## config.mk

```make
export PLATFORM = sky130hd
export DESIGN_NAME = sps_supervisor
export DESIGN_NICKNAME = d
export VERILOG_FILES = /design/src/include/sps_pkg.sv /design/src/verilog/sps_slot_guard.sv /design/src/verilog/sps_supervisor.sv
export SDC_FILE = /design/constraint.sdc
export NUM_CORES = 1
export LEC_CHECK = 0
export BUFFER_PORTS_ARGS = -buffer_cell sky130_fd_sc_hd__buf_2
export CAP_MARGIN = 20
export CORE_UTILIZATION = 50
export CTS_CLUSTER_DIAMETER = 50
export DETAILED_ROUTE_END_ITERATION = 10
export PLACE_DENSITY = 0.89
export SYNTH_ARGS = -nofsm -noshare
export SYNTH_HDL_FRONTEND = slang
export SYNTH_SLANG_ARGS = --single-unit
```

## constraint.sdc

```tcl
create_clock -name pclk -period 3.8 [get_ports pclk]
set_input_delay 0.57 -clock pclk [delete_from_list [all_inputs] [get_ports pclk]]
set_output_delay 0.57 -clock pclk [all_outputs]
set_load 0.005 [all_outputs]
```

## src/include/sps_pkg.sv

```systemverilog
package sps_pkg;

  // Clock and power-on timing
  localparam int SPS_CLK_MHZ      = 200;       // pclk rate in MHz
  localparam int SPS_POR_DELAY_US = 500;       // Standby valid time, in us
  localparam int SPS_POR_CYCLES   = SPS_POR_DELAY_US * SPS_CLK_MHZ;

  // Register indexes; byte address is four times the index
  localparam logic [2:0] SPS_IDX_CTRL_A = 3'h2;  // Slot A control
  localparam logic [2:0] SPS_IDX_CTRL_B = 3'h3;  // Slot B control
  localparam logic [2:0] SPS_IDX_STAT_A = 3'h4;  // Slot A status
  localparam logic [2:0] SPS_IDX_STAT_B = 3'h5;  // Slot B status
  localparam logic [2:0] SPS_IDX_CSTAT  = 3'h6;  // Common status
  localparam logic [2:0] SPS_IDX_ADDR   = 3'h7;  // Latched serial address

  // Slot control fields
  localparam int SPS_CTRL_AUX_EN  = 0;  // Auxiliary enable
  localparam int SPS_CTRL_MAIN_EN = 1;  // Main enable
  localparam int SPS_CTRL_MAIN_PG = 6;  // Main power-good
  localparam int SPS_CTRL_AUX_PG  = 7;  // Auxiliary power-good

  // Slot status fields, bits 4..0 are individual faults
  localparam int SPS_ST_UV      = 0;  // Input undervoltage
  localparam int SPS_ST_FAST    = 1;  // Fast trip
  localparam int SPS_ST_SLOW    = 2;  // Slow trip after timeout
  localparam int SPS_ST_SLOT_OT = 3;  // Slow trip with slot overtemp
  localparam int SPS_ST_AUX_OC  = 4;  // Auxiliary overcurrent
  localparam int SPS_ST_SUMMARY = 7;  // Summary fault, pin mode only

  // Common status fields
  localparam int SPS_CS_OT   = 1;  // Global overtemperature
  localparam int SPS_CS_STUV = 2;  // Standby undervoltage
  localparam int SPS_CS_MASK = 3;  // Interrupt mask
  localparam int SPS_CS_GPI0 = 4;  // First general input level
  localparam int SPS_CS_GPI1 = 5;  // Second general input level

  // Values after reset
  localparam logic [1:0] SPS_CTRL_RST = 2'h0;
  localparam logic [7:0] SPS_STAT_RST = 8'h00;
  localparam logic       SPS_MASK_RST = 1'b1;

  // Upper serial address bits above the three strap bits
  localparam logic [3:0] SPS_ADDR_HIGH = 4'h8;

  // Analog indications of one slot, already qualified by comparators
  typedef struct packed {
    logic main_uv;     // Any main supply input below threshold
    logic fast_trip;   // Fast-trip comparator fired
    logic slow_oc;     // Slow current limit exceeded
    logic oc_timeout;  // Overcurrent timer expired
    logic aux_oc;      // Auxiliary output in current limit
    logic slot_ot;     // Slot temperature at slot limit
    logic main_pg;     // All four main outputs above power-good
    logic aux_pg;      // Auxiliary output above power-good
  } sps_slot_in_t;

  // Results of one slot guard
  typedef struct packed {
    logic       main_en;    // Main supplies switched on
    logic       aux_en;     // Auxiliary supply switched on
    logic       fault_pin;  // Fault pin asserted
    logic       fault_new;  // Fault pin asserted this cycle
    logic [4:0] events;     // Fault events for the status bits
  } sps_slot_out_t;

  // Power-on sequence
  typedef enum logic {SPS_POR_WAIT, SPS_RUN} sps_por_state_t;

endpackage

```

## src/verilog/sps_slot_guard.sv

```systemverilog
`timescale 1ns/10ps
`default_nettype none
module sps_slot_guard
  import sps_pkg::*;
(
  input  wire logic          pclk,
  input  wire logic          presetn,
  input  wire logic          run,        // Power-on reset finished
  input  wire logic          main_req,   // Main enable, pin or register
  input  wire logic          aux_req,    // Aux enable, pin or register
  input  wire logic          pin_mode,   // Enabled through hot-plug pins
  input  wire logic          global_ot,  // Die above global limit
  input  wire sps_slot_in_t  sin,
  output var  sps_slot_out_t sout
);

  logic main_req_q_reg, main_req_q_next;  // Previous main request
  logic main_trip_reg, main_trip_next;    // Main breaker tripped
  logic aux_trip_reg, aux_trip_next;      // Aux breaker tripped
  sps_slot_out_t sout_reg, sout_next;
  logic f_uv, f_fast, f_slow, f_ot, f_aux;

  // Trip detection and enable tracking
  always_comb begin
    f_uv   = sin.main_uv & sout_reg.main_en;
    f_fast = sin.fast_trip & sout_reg.main_en;
    f_slow = sin.slow_oc & sin.oc_timeout & sout_reg.main_en;
    f_ot   = sin.slot_ot;
    f_aux  = sin.aux_oc & sin.oc_timeout & sout_reg.aux_en;
    main_req_q_next = main_req;
    // A trip holds until the enable drops, so only a cycle re-arms
    main_trip_next = main_req &
      (main_trip_reg | f_uv | f_fast | f_slow | f_ot | global_ot);
    aux_trip_next  = aux_req &
      (aux_trip_reg | f_aux | f_ot | global_ot);
    sout_next = sout_reg;
    if (!run || !main_req || main_trip_next) begin
      sout_next.main_en = 1'b0;
    end else if (!main_req_q_reg && !sin.main_uv) begin
      sout_next.main_en = 1'b1;
    end
    sout_next.aux_en = run & aux_req & ~aux_trip_next;
    // Fault pin only in pin mode; released when pins drop
    sout_next.fault_new = 1'b0;
    if (!pin_mode || !run) begin
      sout_next.fault_pin = 1'b0;
    end else if ((main_trip_next & ~main_trip_reg) |
                 (aux_trip_next & ~aux_trip_reg)) begin
      sout_next.fault_pin = 1'b1;
      sout_next.fault_new = 1'b1;
    end
    // Fault events count only while an enable is set
    sout_next.events = {f_aux, f_ot & sin.slow_oc, f_slow, f_fast, f_uv}
                       & {5{run & (main_req | aux_req)}};
  end

  // State registers
  always_ff @(posedge pclk or negedge presetn) begin
    if (!presetn) begin
      main_req_q_reg <= 1'b0;
      main_trip_reg  <= 1'b0;
      aux_trip_reg   <= 1'b0;
      sout_reg       <= '0;
    end else begin
      main_req_q_reg <= main_req_q_next;
      main_trip_reg  <= main_trip_next;
      aux_trip_reg   <= aux_trip_next;
      sout_reg       <= sout_next;
    end
  end

  assign sout = sout_reg;

endmodule // sps_slot_guard
`default_nettype wire

```

## src/verilog/sps_supervisor.sv

```systemverilog
`timescale 1ns/10ps
`default_nettype none
module sps_supervisor
  import sps_pkg::*;
#(
  parameter int POR_CYCLES = SPS_POR_CYCLES  // Standby valid time, cycles
)
(
  input  wire logic              pclk,
  input  wire logic              presetn,
  // APB slave
  input  wire logic              psel,
  input  wire logic              penable,
  input  wire logic              pwrite,
  input  wire logic [31:0]       paddr,
  input  wire logic [31:0]       pwdata,
  input  wire logic [3:0]        pstrb,
  output logic      [31:0]       prdata,
  output logic                   pready,
  output logic                   pslverr,
  // Analog side, asynchronous to pclk
  input  wire sps_slot_in_t [1:0] slot_in,
  input  wire logic              die_overtemp,
  input  wire logic              standby_uv,
  input  wire logic              standby_supply_in,
  // Hot-plug pins and straps
  input  wire logic [1:0]        main_on_pin,
  input  wire logic [1:0]        slot_aux_enable_pin,
  input  wire logic [1:0]        general_input_pin,
  input  wire logic [2:0]        addr_strap_pins,
  // Supply controls
  output logic      [1:0]        main_supply_en,
  output logic      [1:0]        aux_supply_out,
  // Open-drain active-low fault pins and interrupt
  output logic      [1:0]        fault_pin_n_o,
  output logic      [1:0]        fault_pin_n_oe,
  output logic                   irq_n_o,
  output logic                   irq_n_oe,
  // Latched serial-bus address
  output logic      [6:0]        serial_addr
);

  localparam int SYNC_W  = 28;  // Width of all asynchronous inputs
  localparam int POR_W   = 17;  // Width of the power-on counter
  localparam logic [POR_W-1:0] POR_LAST = POR_W'(POR_CYCLES - 1);

  // Two-stage synchroniser for every pin and analog indication
  logic [SYNC_W-1:0] sync1_reg, sync2_reg;
  logic [SYNC_W-1:0] raw_in;

  // Synchronised views
  sps_slot_in_t [1:0] sin;
  logic       s_die_ot;
  logic       s_stuv;
  logic       s_stby;
  logic [1:0] s_on;
  logic [1:0] s_auxen;
  logic [1:0] s_gpi;
  logic [2:0] s_strap;

  // Power-on sequence state
  sps_por_state_t   por_state_reg, por_state_next;
  logic [POR_W-1:0] por_cnt_reg, por_cnt_next;
  logic [6:0]       addr_reg, addr_next;
  logic             run;

  // Software registers
  logic [1:0] ctrl_reg [2];   // Per slot: main and aux enable bits
  logic [1:0] ctrl_next [2];
  logic [7:0] stat_reg [2];   // Per slot status
  logic [7:0] stat_next [2];
  logic [2:1] cs_flag_reg, cs_flag_next;  // Common fault flags
  logic       mask_reg, mask_next;        // Interrupt mask

  // Bus answer registers
  logic [31:0] prdata_reg, prdata_next;
  logic        pready_reg, pready_next;
  logic        pslverr_reg, pslverr_next;
  logic        irq_oe_reg, irq_oe_next;
  logic        od_level_reg;  // Drive level of open-drain outputs

  // Bus decode
  logic       setup;
  logic       wr_en;
  logic [2:0] idx;
  logic       mapped;
  logic [7:0] wbyte;
  logic [7:0] rbyte;

  // Slot guard connections
  logic [1:0]          main_req;
  logic [1:0]          aux_req;
  logic [1:0]          pin_mode;
  sps_slot_out_t [1:0] sout;

  // Gather inputs for the synchroniser
  assign raw_in = {slot_in, die_overtemp, standby_uv, standby_supply_in,
                   main_on_pin, slot_aux_enable_pin, general_input_pin,
                   addr_strap_pins};

  // The first stage feeds only the second stage
  always_ff @(posedge pclk or negedge presetn) begin
    if (!presetn) begin
      sync1_reg <= '0;
      sync2_reg <= '0;
    end else begin
      sync1_reg <= raw_in;
      sync2_reg <= sync1_reg;
    end
  end

  // Split the synchronised vector
  assign {sin, s_die_ot, s_stuv, s_stby, s_on, s_auxen, s_gpi, s_strap}
    = sync2_reg;

  // Power-on delay: standby must stay valid for the full count
  always_comb begin
    por_state_next = por_state_reg;
    por_cnt_next   = por_cnt_reg;
    addr_next      = addr_reg;
    case (por_state_reg)
      SPS_POR_WAIT: begin
        if (!s_stby) begin
          por_cnt_next = '0;
        end else if (por_cnt_reg == POR_LAST) begin
          por_state_next = SPS_RUN;
          // Straps are taken once, at the end of power-up
          addr_next = {SPS_ADDR_HIGH, s_strap};
        end else begin
          por_cnt_next = por_cnt_reg + 1'b1;
        end
      end
      SPS_RUN: begin
        // Losing standby starts a fresh power-on cycle
        if (!s_stby) begin
          por_state_next = SPS_POR_WAIT;
          por_cnt_next   = '0;
        end
      end
      default: begin
        por_state_next = SPS_POR_WAIT;
        por_cnt_next   = '0;
      end
    endcase
  end

  // Power-on registers
  always_ff @(posedge pclk or negedge presetn) begin
    if (!presetn) begin
      por_state_reg <= SPS_POR_WAIT;
      por_cnt_reg   <= '0;
      addr_reg      <= 7'h00;
    end else begin
      por_state_reg <= por_state_next;
      por_cnt_reg   <= por_cnt_next;
      addr_reg      <= addr_next;
    end
  end

  assign run = (por_state_reg == SPS_RUN);

  // Enable sources: pins or control bits, either one requests power
  always_comb begin
    for (int s = 0; s < 2; s++) begin
      pin_mode[s] = s_on[s] | s_auxen[s];
      main_req[s] = s_on[s] | ctrl_reg[s][SPS_CTRL_MAIN_EN];
      aux_req[s]  = s_auxen[s] | ctrl_reg[s][SPS_CTRL_AUX_EN];
    end
  end

  // One independent guard per slot
  generate
    for (genvar g = 0; g < 2; g++) begin : g_slot
      sps_slot_guard u_guard (
        .pclk      (pclk),
        .presetn   (presetn),
        .run       (run),
        .main_req  (main_req[g]),
        .aux_req   (aux_req[g]),
        .pin_mode  (pin_mode[g]),
        .global_ot (s_die_ot),
        .sin       (sin[g]),
        .sout      (sout[g])
      );
    end
  endgenerate

  // APB decode; writes land on the access edge with pready high
  assign setup  = psel & ~penable;
  assign wr_en  = psel & penable & pready_reg & pwrite & ~pslverr_reg
                  & pstrb[0];
  assign idx    = paddr[4:2];
  assign mapped = (paddr[31:5] == 27'h000_0000) && (paddr[1:0] == 2'h0)
                  && (idx >= SPS_IDX_CTRL_A);
  assign wbyte  = pwdata[7:0];

  // Register next state: hardware set wins over software clear
  always_comb begin
    for (int s = 0; s < 2; s++) begin
      ctrl_next[s] = ctrl_reg[s];
      stat_next[s] = stat_reg[s];
      if (wr_en && idx == SPS_IDX_CTRL_A + 3'(s)) begin
        ctrl_next[s] = wbyte[1:0];
      end
      if (wr_en && idx == SPS_IDX_STAT_A + 3'(s)) begin
        stat_next[s] = stat_reg[s] & ~wbyte;
      end
      stat_next[s][4:0] = stat_next[s][4:0] | sout[s].events;
      if (sout[s].fault_new) begin
        stat_next[s][SPS_ST_SUMMARY] = 1'b1;
      end
      stat_next[s][6:5] = 2'h0;
      if (!run) begin
        ctrl_next[s] = SPS_CTRL_RST;
        stat_next[s] = SPS_STAT_RST;
      end
    end
    cs_flag_next = cs_flag_reg;
    mask_next    = mask_reg;
    if (wr_en && idx == SPS_IDX_CSTAT) begin
      cs_flag_next = cs_flag_reg & ~wbyte[2:1];
      mask_next    = wbyte[SPS_CS_MASK];
    end
    if (s_die_ot && (|main_req || |aux_req)) begin
      cs_flag_next[SPS_CS_OT] = 1'b1;
    end
    if (s_stuv && (|main_req || |aux_req)) begin
      cs_flag_next[SPS_CS_STUV] = 1'b1;
    end
    if (!run) begin
      cs_flag_next = 2'h0;
      mask_next    = SPS_MASK_RST;
    end
  end

  // Software registers
  always_ff @(posedge pclk or negedge presetn) begin
    if (!presetn) begin
      ctrl_reg[0] <= SPS_CTRL_RST;
      ctrl_reg[1] <= SPS_CTRL_RST;
      stat_reg[0] <= SPS_STAT_RST;
      stat_reg[1] <= SPS_STAT_RST;
      cs_flag_reg <= 2'h0;
      mask_reg    <= SPS_MASK_RST;
    end else begin
      ctrl_reg    <= ctrl_next;
      stat_reg    <= stat_next;
      cs_flag_reg <= cs_flag_next;
      mask_reg    <= mask_next;
    end
  end

  // Read data mux; power-good bits are live status
  always_comb begin
    rbyte = 8'h00;
    case (idx)
      SPS_IDX_CTRL_A, SPS_IDX_CTRL_B: begin
        rbyte[1:0] = ctrl_reg[idx[0]];
        rbyte[SPS_CTRL_MAIN_PG] = sin[idx[0]].main_pg;
        rbyte[SPS_CTRL_AUX_PG]  = sin[idx[0]].aux_pg;
      end
      SPS_IDX_STAT_A, SPS_IDX_STAT_B: begin
        rbyte = stat_reg[idx[0]];
      end
      SPS_IDX_CSTAT: begin
        rbyte[2:1]         = cs_flag_reg;
        rbyte[SPS_CS_MASK] = mask_reg;
        rbyte[SPS_CS_GPI0] = s_gpi[0];
        rbyte[SPS_CS_GPI1] = s_gpi[1];
      end
      SPS_IDX_ADDR: begin
        rbyte[6:0] = addr_reg;
      end
      default: begin
        rbyte = 8'h00;
      end
    endcase
  end

  // Answer one cycle after setup, so pready is high on the first
  // access cycle; unmapped addresses answer with an error
  always_comb begin
    pready_next  = setup;
    pslverr_next = setup & ~mapped;
    prdata_next  = 32'h0000_0000;
    if (setup && mapped && !pwrite) begin
      prdata_next = {24'h00_0000, rbyte};
    end
    // Any pending fault except the summary bit drives the interrupt once unmasked
    irq_oe_next = run & ~mask_reg &
      (|stat_reg[0][4:0] | |stat_reg[1][4:0] | |cs_flag_reg);
  end

  // Bus answer and interrupt registers
  always_ff @(posedge pclk or negedge presetn) begin
    if (!presetn) begin
      prdata_reg   <= 32'h0000_0000;
      pready_reg   <= 1'b0;
      pslverr_reg  <= 1'b0;
      irq_oe_reg   <= 1'b0;
      od_level_reg <= 1'b0;
    end else begin
      prdata_reg   <= prdata_next;
      pready_reg   <= pready_next;
      pslverr_reg  <= pslverr_next;
      irq_oe_reg   <= irq_oe_next;
      od_level_reg <= 1'b0;
    end
  end

  // Outputs, all from registers
  assign prdata  = prdata_reg;
  assign pready  = pready_reg;
  assign pslverr = pslverr_reg;
  assign irq_n_o  = od_level_reg;
  assign irq_n_oe = irq_oe_reg;
  assign serial_addr = addr_reg;
  always_comb begin
    for (int s = 0; s < 2; s++) begin
      main_supply_en[s] = sout[s].main_en;
      aux_supply_out[s] = sout[s].aux_en;
      fault_pin_n_o[s]  = od_level_reg;
      fault_pin_n_oe[s] = sout[s].fault_pin;
    end
  end

endmodule // sps_supervisor
`default_nettype wire
```

==> results of run 1 <==
[routing by layer]
| metal | global-route usage | up-vias | wire, um |
|---|---|---|---|
| met5 | 0 | - | 0 |
| li1 | - | 1678 | - |
| met4 | 0.09623 | 0 | 451 |
| met2 | 0.3665 | 223 | 5587 |
| met3 | 0.06370 | 59 | 919 |
| met1 | 0.2676 | 1809 | 4367 |
[final cells by class]
| cell class | count | area [sq um] | share of cell area |
|---|---|---|---|
| Sequential cell | 132 | 3304 | 0.5122 |
| Multi-Input combinational cell | 267 | 1772 | 0.2746 |
| Timing Repair Buffer | 96 | 525.5 | 0.08146 |
| Clock buffer | 24 | 490.5 | 0.07603 |
| Tap cell | 136 | 170.2 | 0.02638 |
| Clock inverter | 8 | 121.4 | 0.01881 |
| Inverter | 18 | 67.56 | 0.01047 |
[logic make-up after synthesis]
| family | count (synthesis) | share of synthesized area |
|---|---|---|
| compound gates | 65 | 0.08051 |
| other cells | 1 | 0.0006994 |
| simple gates | 142 | 0.1678 |
| buf+inv | 67 | 0.07351 |
| xor+xnor | 8 | 0.01307 |
| fa+ha+maj | 1 | 0.002333 |
| flops | 132 | 0.6163 |
| mux | 21 | 0.04574 |
[stage by stage]
stage / std cells / setup WS [ns] / hold WS (ns)
after floorplan: 466 / 2.105 / 0.2744
final: 681 / 2.023 / 0.1476
after global placement: 648 / 1.753 / 0.3314
after CTS: 680 / 1.643 / 0.1400
after detailed placement: 648 / 1.615 / 0.3347
after global routing: 681 / 1.907 / 0.1243
[worst max-delay path, delay by kind of cell (launching register included)]
| family | cells | cell delay (ns) |
|---|---|---|
| flops | 1 | 0.48 |
| compound gates | 2 | 0.57 |
| simple gates | 2 | 0.44 |
| buf+inv | 1 | 0.22 |
[power by group through the flow]
stage	registers, mW	clock network (mW)	logic [mW]
after global placement	1.49	0	0.123
final	1.47	1.64	0.129
after floorplan	1.48	0	0.0734
after global routing	1.47	1.74	0.146
after detailed placement	1.49	0	0.129
after CTS	1.47	1.66	0.131
[placed cells by master (no fill, tap or decap), types with 4 or more instances in the layout]
cell type	Yosys	routed
inv_1	18	18
o21ai_0	23	23
buf_2	6	91
a21oi_1	9	9
and3_1	12	12
a41oi_1	11	11
nand4_1	4	4
dfrtp_1	131	131
a31oi_1	5	5
and2_1	6	6
xor2_1	5	5
clkbuf_16	0	16
mux2_2	8	8
nand2b_1	6	6
nor2_1	26	26
mux2i_1	11	11
nor2b_1	12	12
conb_1	1	30
clkbuf_8	0	6
nand3_1	8	8
nand2_1	22	22
nor4_1	16	16
[worst max path at each step]
stage                                    start                     endpoint  depth (start not counted)
global route        por_cnt_reg[0]$_DFFE_PN0N_  por_cnt_reg[16]$_DFFE_PN0N_                          5
CTS                    por_state_reg$_DFF_PN0_   serial_addr[2]$_DFFE_PN0P_                          4
floorplan                             paddr[2]   cs_flag_reg[2]$_DFFE_PN0P_                          5
global placement       por_state_reg$_DFF_PN0_   serial_addr[1]$_DFFE_PN0P_                          4
detailed placement     por_state_reg$_DFF_PN0_   por_cnt_reg[5]$_DFFE_PN0N_                          4
finish                 por_state_reg$_DFF_PN0_   por_cnt_reg[5]$_DFFE_PN0N_                          5
==> results.json, run 1 <==
{
  "outcome": "completed",
  "antenna_violations_before_repair": 0,
  "synth.top_cell.area_share": 0.6114,
  "r2r_cells": 5,
  "cts_tree": "yes",
  "finish.instance_area_sq_mm": 0.006451,
  "fillers": 768,
  "worst_skew_pair.late_latency_ns": 0.52,
  "synth.area.top_cells": "dfrtp_1 61%, buf_4 5.0%, o21ai_0 2.1%",
  "netSwitchingFraction": 0.2036,
  "core.rowCount": 37,
  "setup_tns_ns": 0,
  "synthesis.instances": 437,
  "switchingPower_mw": 0.6595,
  "place_hpwl_um": 7457,
  "wl_um": 11330,
  "grt_setup_unrepaired": "false",
  "startpoint_type": "flop",
  "fin_skew_ns": 0.007280,
  "total_iterations_of_the_first_detailed_routing_run": 5,
  "postPlaceCellArea_sq_mm": 0.005812,
  "worst_slew_pin_slew_ns": 0.8916,
  "effective_utilization_at_floorplan": 0.5170,
  "first_global_vias": 3813,
  "cts_num_sinks": 132,
  "largest_net_degree_at_the_start_of_global_routing": 70,
  "max_freq_mhz": 562.6,
  "setup-violations-final": 0,
  "place_congestion": 0.8687,
  "cts_buffers": 17,
  "antenna_left": 0,
  "synth-seq-area-share": 0.6163,
  "cts_setup_buffers": 0,
  "worst_r2r_startpoint": "por_state_reg$_DFF_PN0_",
  "power_density_mw_per_mm2": 502.0,
  "io_pins": 152,
  "critical_path.cell_chain": "buf_16 > and3b_1 > nand2_1 > a2111oi_0 > a31o_1",
  "rrSetupSlack_ns": 2.02,
  "root_buffer": "clkbuf_8",
  "critPathSlowestCell": "dfrtp_1",
  "comb_power_share": 0.040,
  "synth.ff_latch_count": 132,
  "synth.yosys.warnings": 0,
  "antennaDiodeCount": 0,
  "synth_async_sr_flop_share": 1.000,
  "holdBufCountCts": 0,
  "cts_buffer_depth": 2,
  "cp.arrival_ns": 2.23,
  "drive_gt1_frac": 0.2807,
  "cts_htree_levels": 4,
  "yosysMostFrequentCell": "dfrtp_1",
  "drt_iter0_markers": 370,
  "ys_types": 57,
  "detail_route.wl_per_cell_um": 16.63,
  "placement.io_buffers": 92,
  "period_needed_ns": 1.777,
  "drv.max_cap_violation_count": 0,
  "core_region_area_sq_mm": 0.01037,
  "required_ns": 4.25,
  "die_height_um": 105.6,
  "fin_crit_sh": 0.4677,
  "slew_violations": 0,
  "areaGrowthSynthToFinish_pct": 20.33,
  "grt_first_pass_wirelength_um": 18720,
  "delay_contributed_by_the_slowest_stage_of_the_critical_path_ns": 0.48,
  "worst_slew_margin_rel": 0.4044,
  "min_path_type": "input port to async pin",
  "crit-reg2reg-capture": "por_cnt_reg[5]$_DFFE_PN0N_",
  "utilization": 0.6221,
  "vdd.ir_drop.worst_mv": 0.3134,
  "timing.critical_path.to_type": "flop",
  "postSynth.topFlopCell": "dfrtp_1",
  "synth_edf_count": 0,
  "synth_top_cell_by_area": "dfrtp_1",
  "global_route.overflow_total": 0,
  "p_total_mw": 3.239,
  "synth_cell_count_leaders": "131 x dfrtp_1, 36 x buf_4, 26 x nor2_1, 23 x o21ai_0, 22 x nand2_1",
  "via_count": 3769,
  "die-width_um": 105.6,
  "power.clock.fraction": 0.507,
  "power.internal_mw": 2.579,
  "synth_area_sq_mm": 0.005361,
  "crit_fanout": 36,
  "total_leakage_power_nw": 3.154,
  "viasPerCell": 5.535,
  "critPathKind": "flop to flop",
  "drt_drc_violations_left": 0,
  "grt.total_usage": 0.2201,
  "die_area_sq_mm": 0.01114,
  "postSynthAreaPerCell_sq_um": 12.27,
  "design.final.nets": 634,
  "cts_resized": 0,
  "clkTransAtPathRegs_ns": 0.06,
  "finalHoldViolCount": 0,
  "power.share.sequential": 0.453
}
Power figures use the tool's default switching activity.
==> run 2, diff against run 1 <==
- clock period: 3.8 -> 1.8 ns (I/O delays scaled with it)
==> results.json, run 2 (synthesis results as in run 1) <==
{
  "effective_utilization_at_floorplan": 0.5170,
  "first_global_vias": 4167,
  "wl_um": 12150,
  "place_congestion": 0.8775,
  "crit_fanout": 5,
  "grt.total_usage": 0.2371,
  "commonest_cells_after_routing_fill_and_taps_aside": "131 x dfrtp_1, 91 x buf_2, 32 x dlygate4sd3_1, 30 x conb_1, 26 x nor2_1",
  "antenna_violations_before_repair": 0,
  "total_iterations_of_the_first_detailed_routing_run": 5,
  "cts_buffer_depth": 2,
  "outcome": "completed",
  "drt_drc_violations_left": 0,
  "slew_violations": 0,
  "worst_slew_margin_rel": 0.6610,
  "die_area_sq_mm": 0.01114,
  "total_leakage_power_nw": 3.307,
  "antenna_left": 0,
  "crit-reg2reg-capture": "por_cnt_reg[16]$_DFFE_PN0N_",
  "setup-violations-final": 0,
  "viasPerCell": 5.515,
  "timing.critical_path.to_type": "flop",
  "antennaDiodeCount": 0,
  "cts_resized": 0,
  "worst_slew_pin_slew_ns": 0.5038,
  "min_path_type": "input port to flop",
  "setup.worst_path.start": "por_cnt_reg[0]$_DFFE_PN0N_",
  "worst_r2r_startpoint": "por_cnt_reg[0]$_DFFE_PN0N_",
  "core_region_area_sq_mm": 0.01037,
  "required_ns": 2.24,
  "fin_skew_ns": 0.006876,
  "vdd.ir_drop.worst_mv": 0.6365,
  "fin_crit_sh": 0.9111,
  "max_freq_mhz": 609.8,
  "root_buffer": "clkbuf_8",
  "drv.max_cap_violation_count": 0,
  "ff_latch_area_sq_mm": 0.003304,
  "startpoint_type": "flop",
  "die_height_um": 105.6,
  "cts_htree_levels": 4,
  "areaGrowthSynthToFinish_pct": 26.74,
  "critPathSlowestCell": "dfrtp_1",
  "cp.arrival_ns": 2.08,
  "timing.hold.worst_endpoint": "stat_reg[1]$_DFF_PN0_",
  "hold_path_depth": 2,
  "core.rowCount": 37,
  "cts_buffers": 17,
  "worst_skew_pair.late_latency_ns": 0.52,
  "cts_setup_buffers": 0,
  "critical_path.cell_chain": "ha_1 > nand2_1 > nor4b_4 > nor3b_2 > mux2i_1",
  "largest_net_degree_at_the_start_of_global_routing": 65,
  "critPathKind": "flop to flop",
  "die-width_um": 105.6,
  "layout.cells.most_common": "dfrtp_1",
  "placement.io_buffers": 92,
  "clkTransAtPathRegs_ns": 0.06,
  "min_from": "pwdata[1]",
  "hold_ws_ns": 0.04750,
  "detail_route.wl_per_cell_um": 16.88,
  "io_pins": 152,
  "design.final.nets": 673,
  "period_needed_ns": 1.640,
  "r2r_cells": 5,
  "place_hpwl_um": 7644,
  "drt_iter0_markers": 323,
  "via_count": 3971,
  "cts_num_sinks": 132,
  "delay_contributed_by_the_slowest_stage_of_the_critical_path_ns": 0.45,
  "multi_input_area_sq_mm": 0.001772,
  "setup_tns_ns": 0,
  "power_density_mw_per_mm2": 1004,
  "grt_setup_unrepaired": "false",
  "fillers": 710,
  "rrSetupSlack_ns": 0.16,
  "finalHoldViolCount": 0,
  "cts_tree": "yes",
  "grt_first_pass_wirelength_um": 19940,
  "drive_gt1_frac": 0.2740,
  "global_route.overflow_total": 0
}
## run 2: repair_timing
item / CTS / global route
endpoints found under the hold margin: 62 / 0
endpoints found under the setup margin: 0 / 0
hold buffers: 32 / 0
## run 2: worst max-delay path by stage
stage                                  endpoint  slack (ns)  cells past startpoint
global placement            prdata[5]$_DFF_PN0_        0.14                      5
finish              por_cnt_reg[16]$_DFFE_PN0N_        0.16                      5
CTS                  por_cnt_reg[0]$_DFFE_PN0N_        0.15                      4
detailed placement          prdata[5]$_DFF_PN0_        0.04                      5
global route         serial_addr[0]$_DFFE_PN0P_        0.06                      4
floorplan           por_cnt_reg[16]$_DFFE_PN0N_        0.30                      5
## run 2: metal layers
| metal | vias to the layer above | routed length (um) | global-route usage |
|---|---|---|---|
| met3 | 39 | 880 | 0.05442 |
| met1 | 1958 | 4463 | 0.2696 |
| met4 | 0 | 394 | 0.1280 |
| li1 | 1750 | - | - |
| met5 | - | 0 | 0 |
| met2 | 224 | 6414 | 0.4149 |
## run 2: final cells by class
cell class | instances | share of cell area
Clock inverter | 12 | 0.02283
Multi-Input combinational cell | 267 | 0.2607
Sequential cell | 132 | 0.4863
Tap cell | 136 | 0.02504
Inverter | 18 | 0.009943
Clock buffer | 20 | 0.06408
Timing Repair Buffer | 135 | 0.1311
## run 2: metrics by stage
| step | cell area [sq um] | cells | utilization | setup WS (ns) | power [mW] |
|---|---|---|---|---|---|
| floorplan | 5470 | 466 | - | 0.2965 | 3.284 |
| global placement | 5884 | 656 | 0.5674 | 0.1387 | 3.409 |
| detailed placement | 5884 | 656 | 0.5674 | 0.04483 | 3.429 |
| CTS | 6795 | 720 | 0.6553 | 0.1469 | 6.850 |
| global route | 6795 | 720 | 0.6553 | 0.06069 | 7.032 |
| finish | 6795 | 720 | 0.6553 | 0.1600 | 6.819 |
## run 2: power by group
part	internal, mW	switching (mW)	total, mW
registers	3.05	0.0442	3.09
logic	0.161	0.183	0.344
clock network	2.15	1.24	3.38
## run 2: critical path: cells and delay by family (launching register included)
kind	cells	cell delay (ns)
simple gates	3	0.67
flops	1	0.45
mux	1	0.21
fa+ha+maj	1	0.23
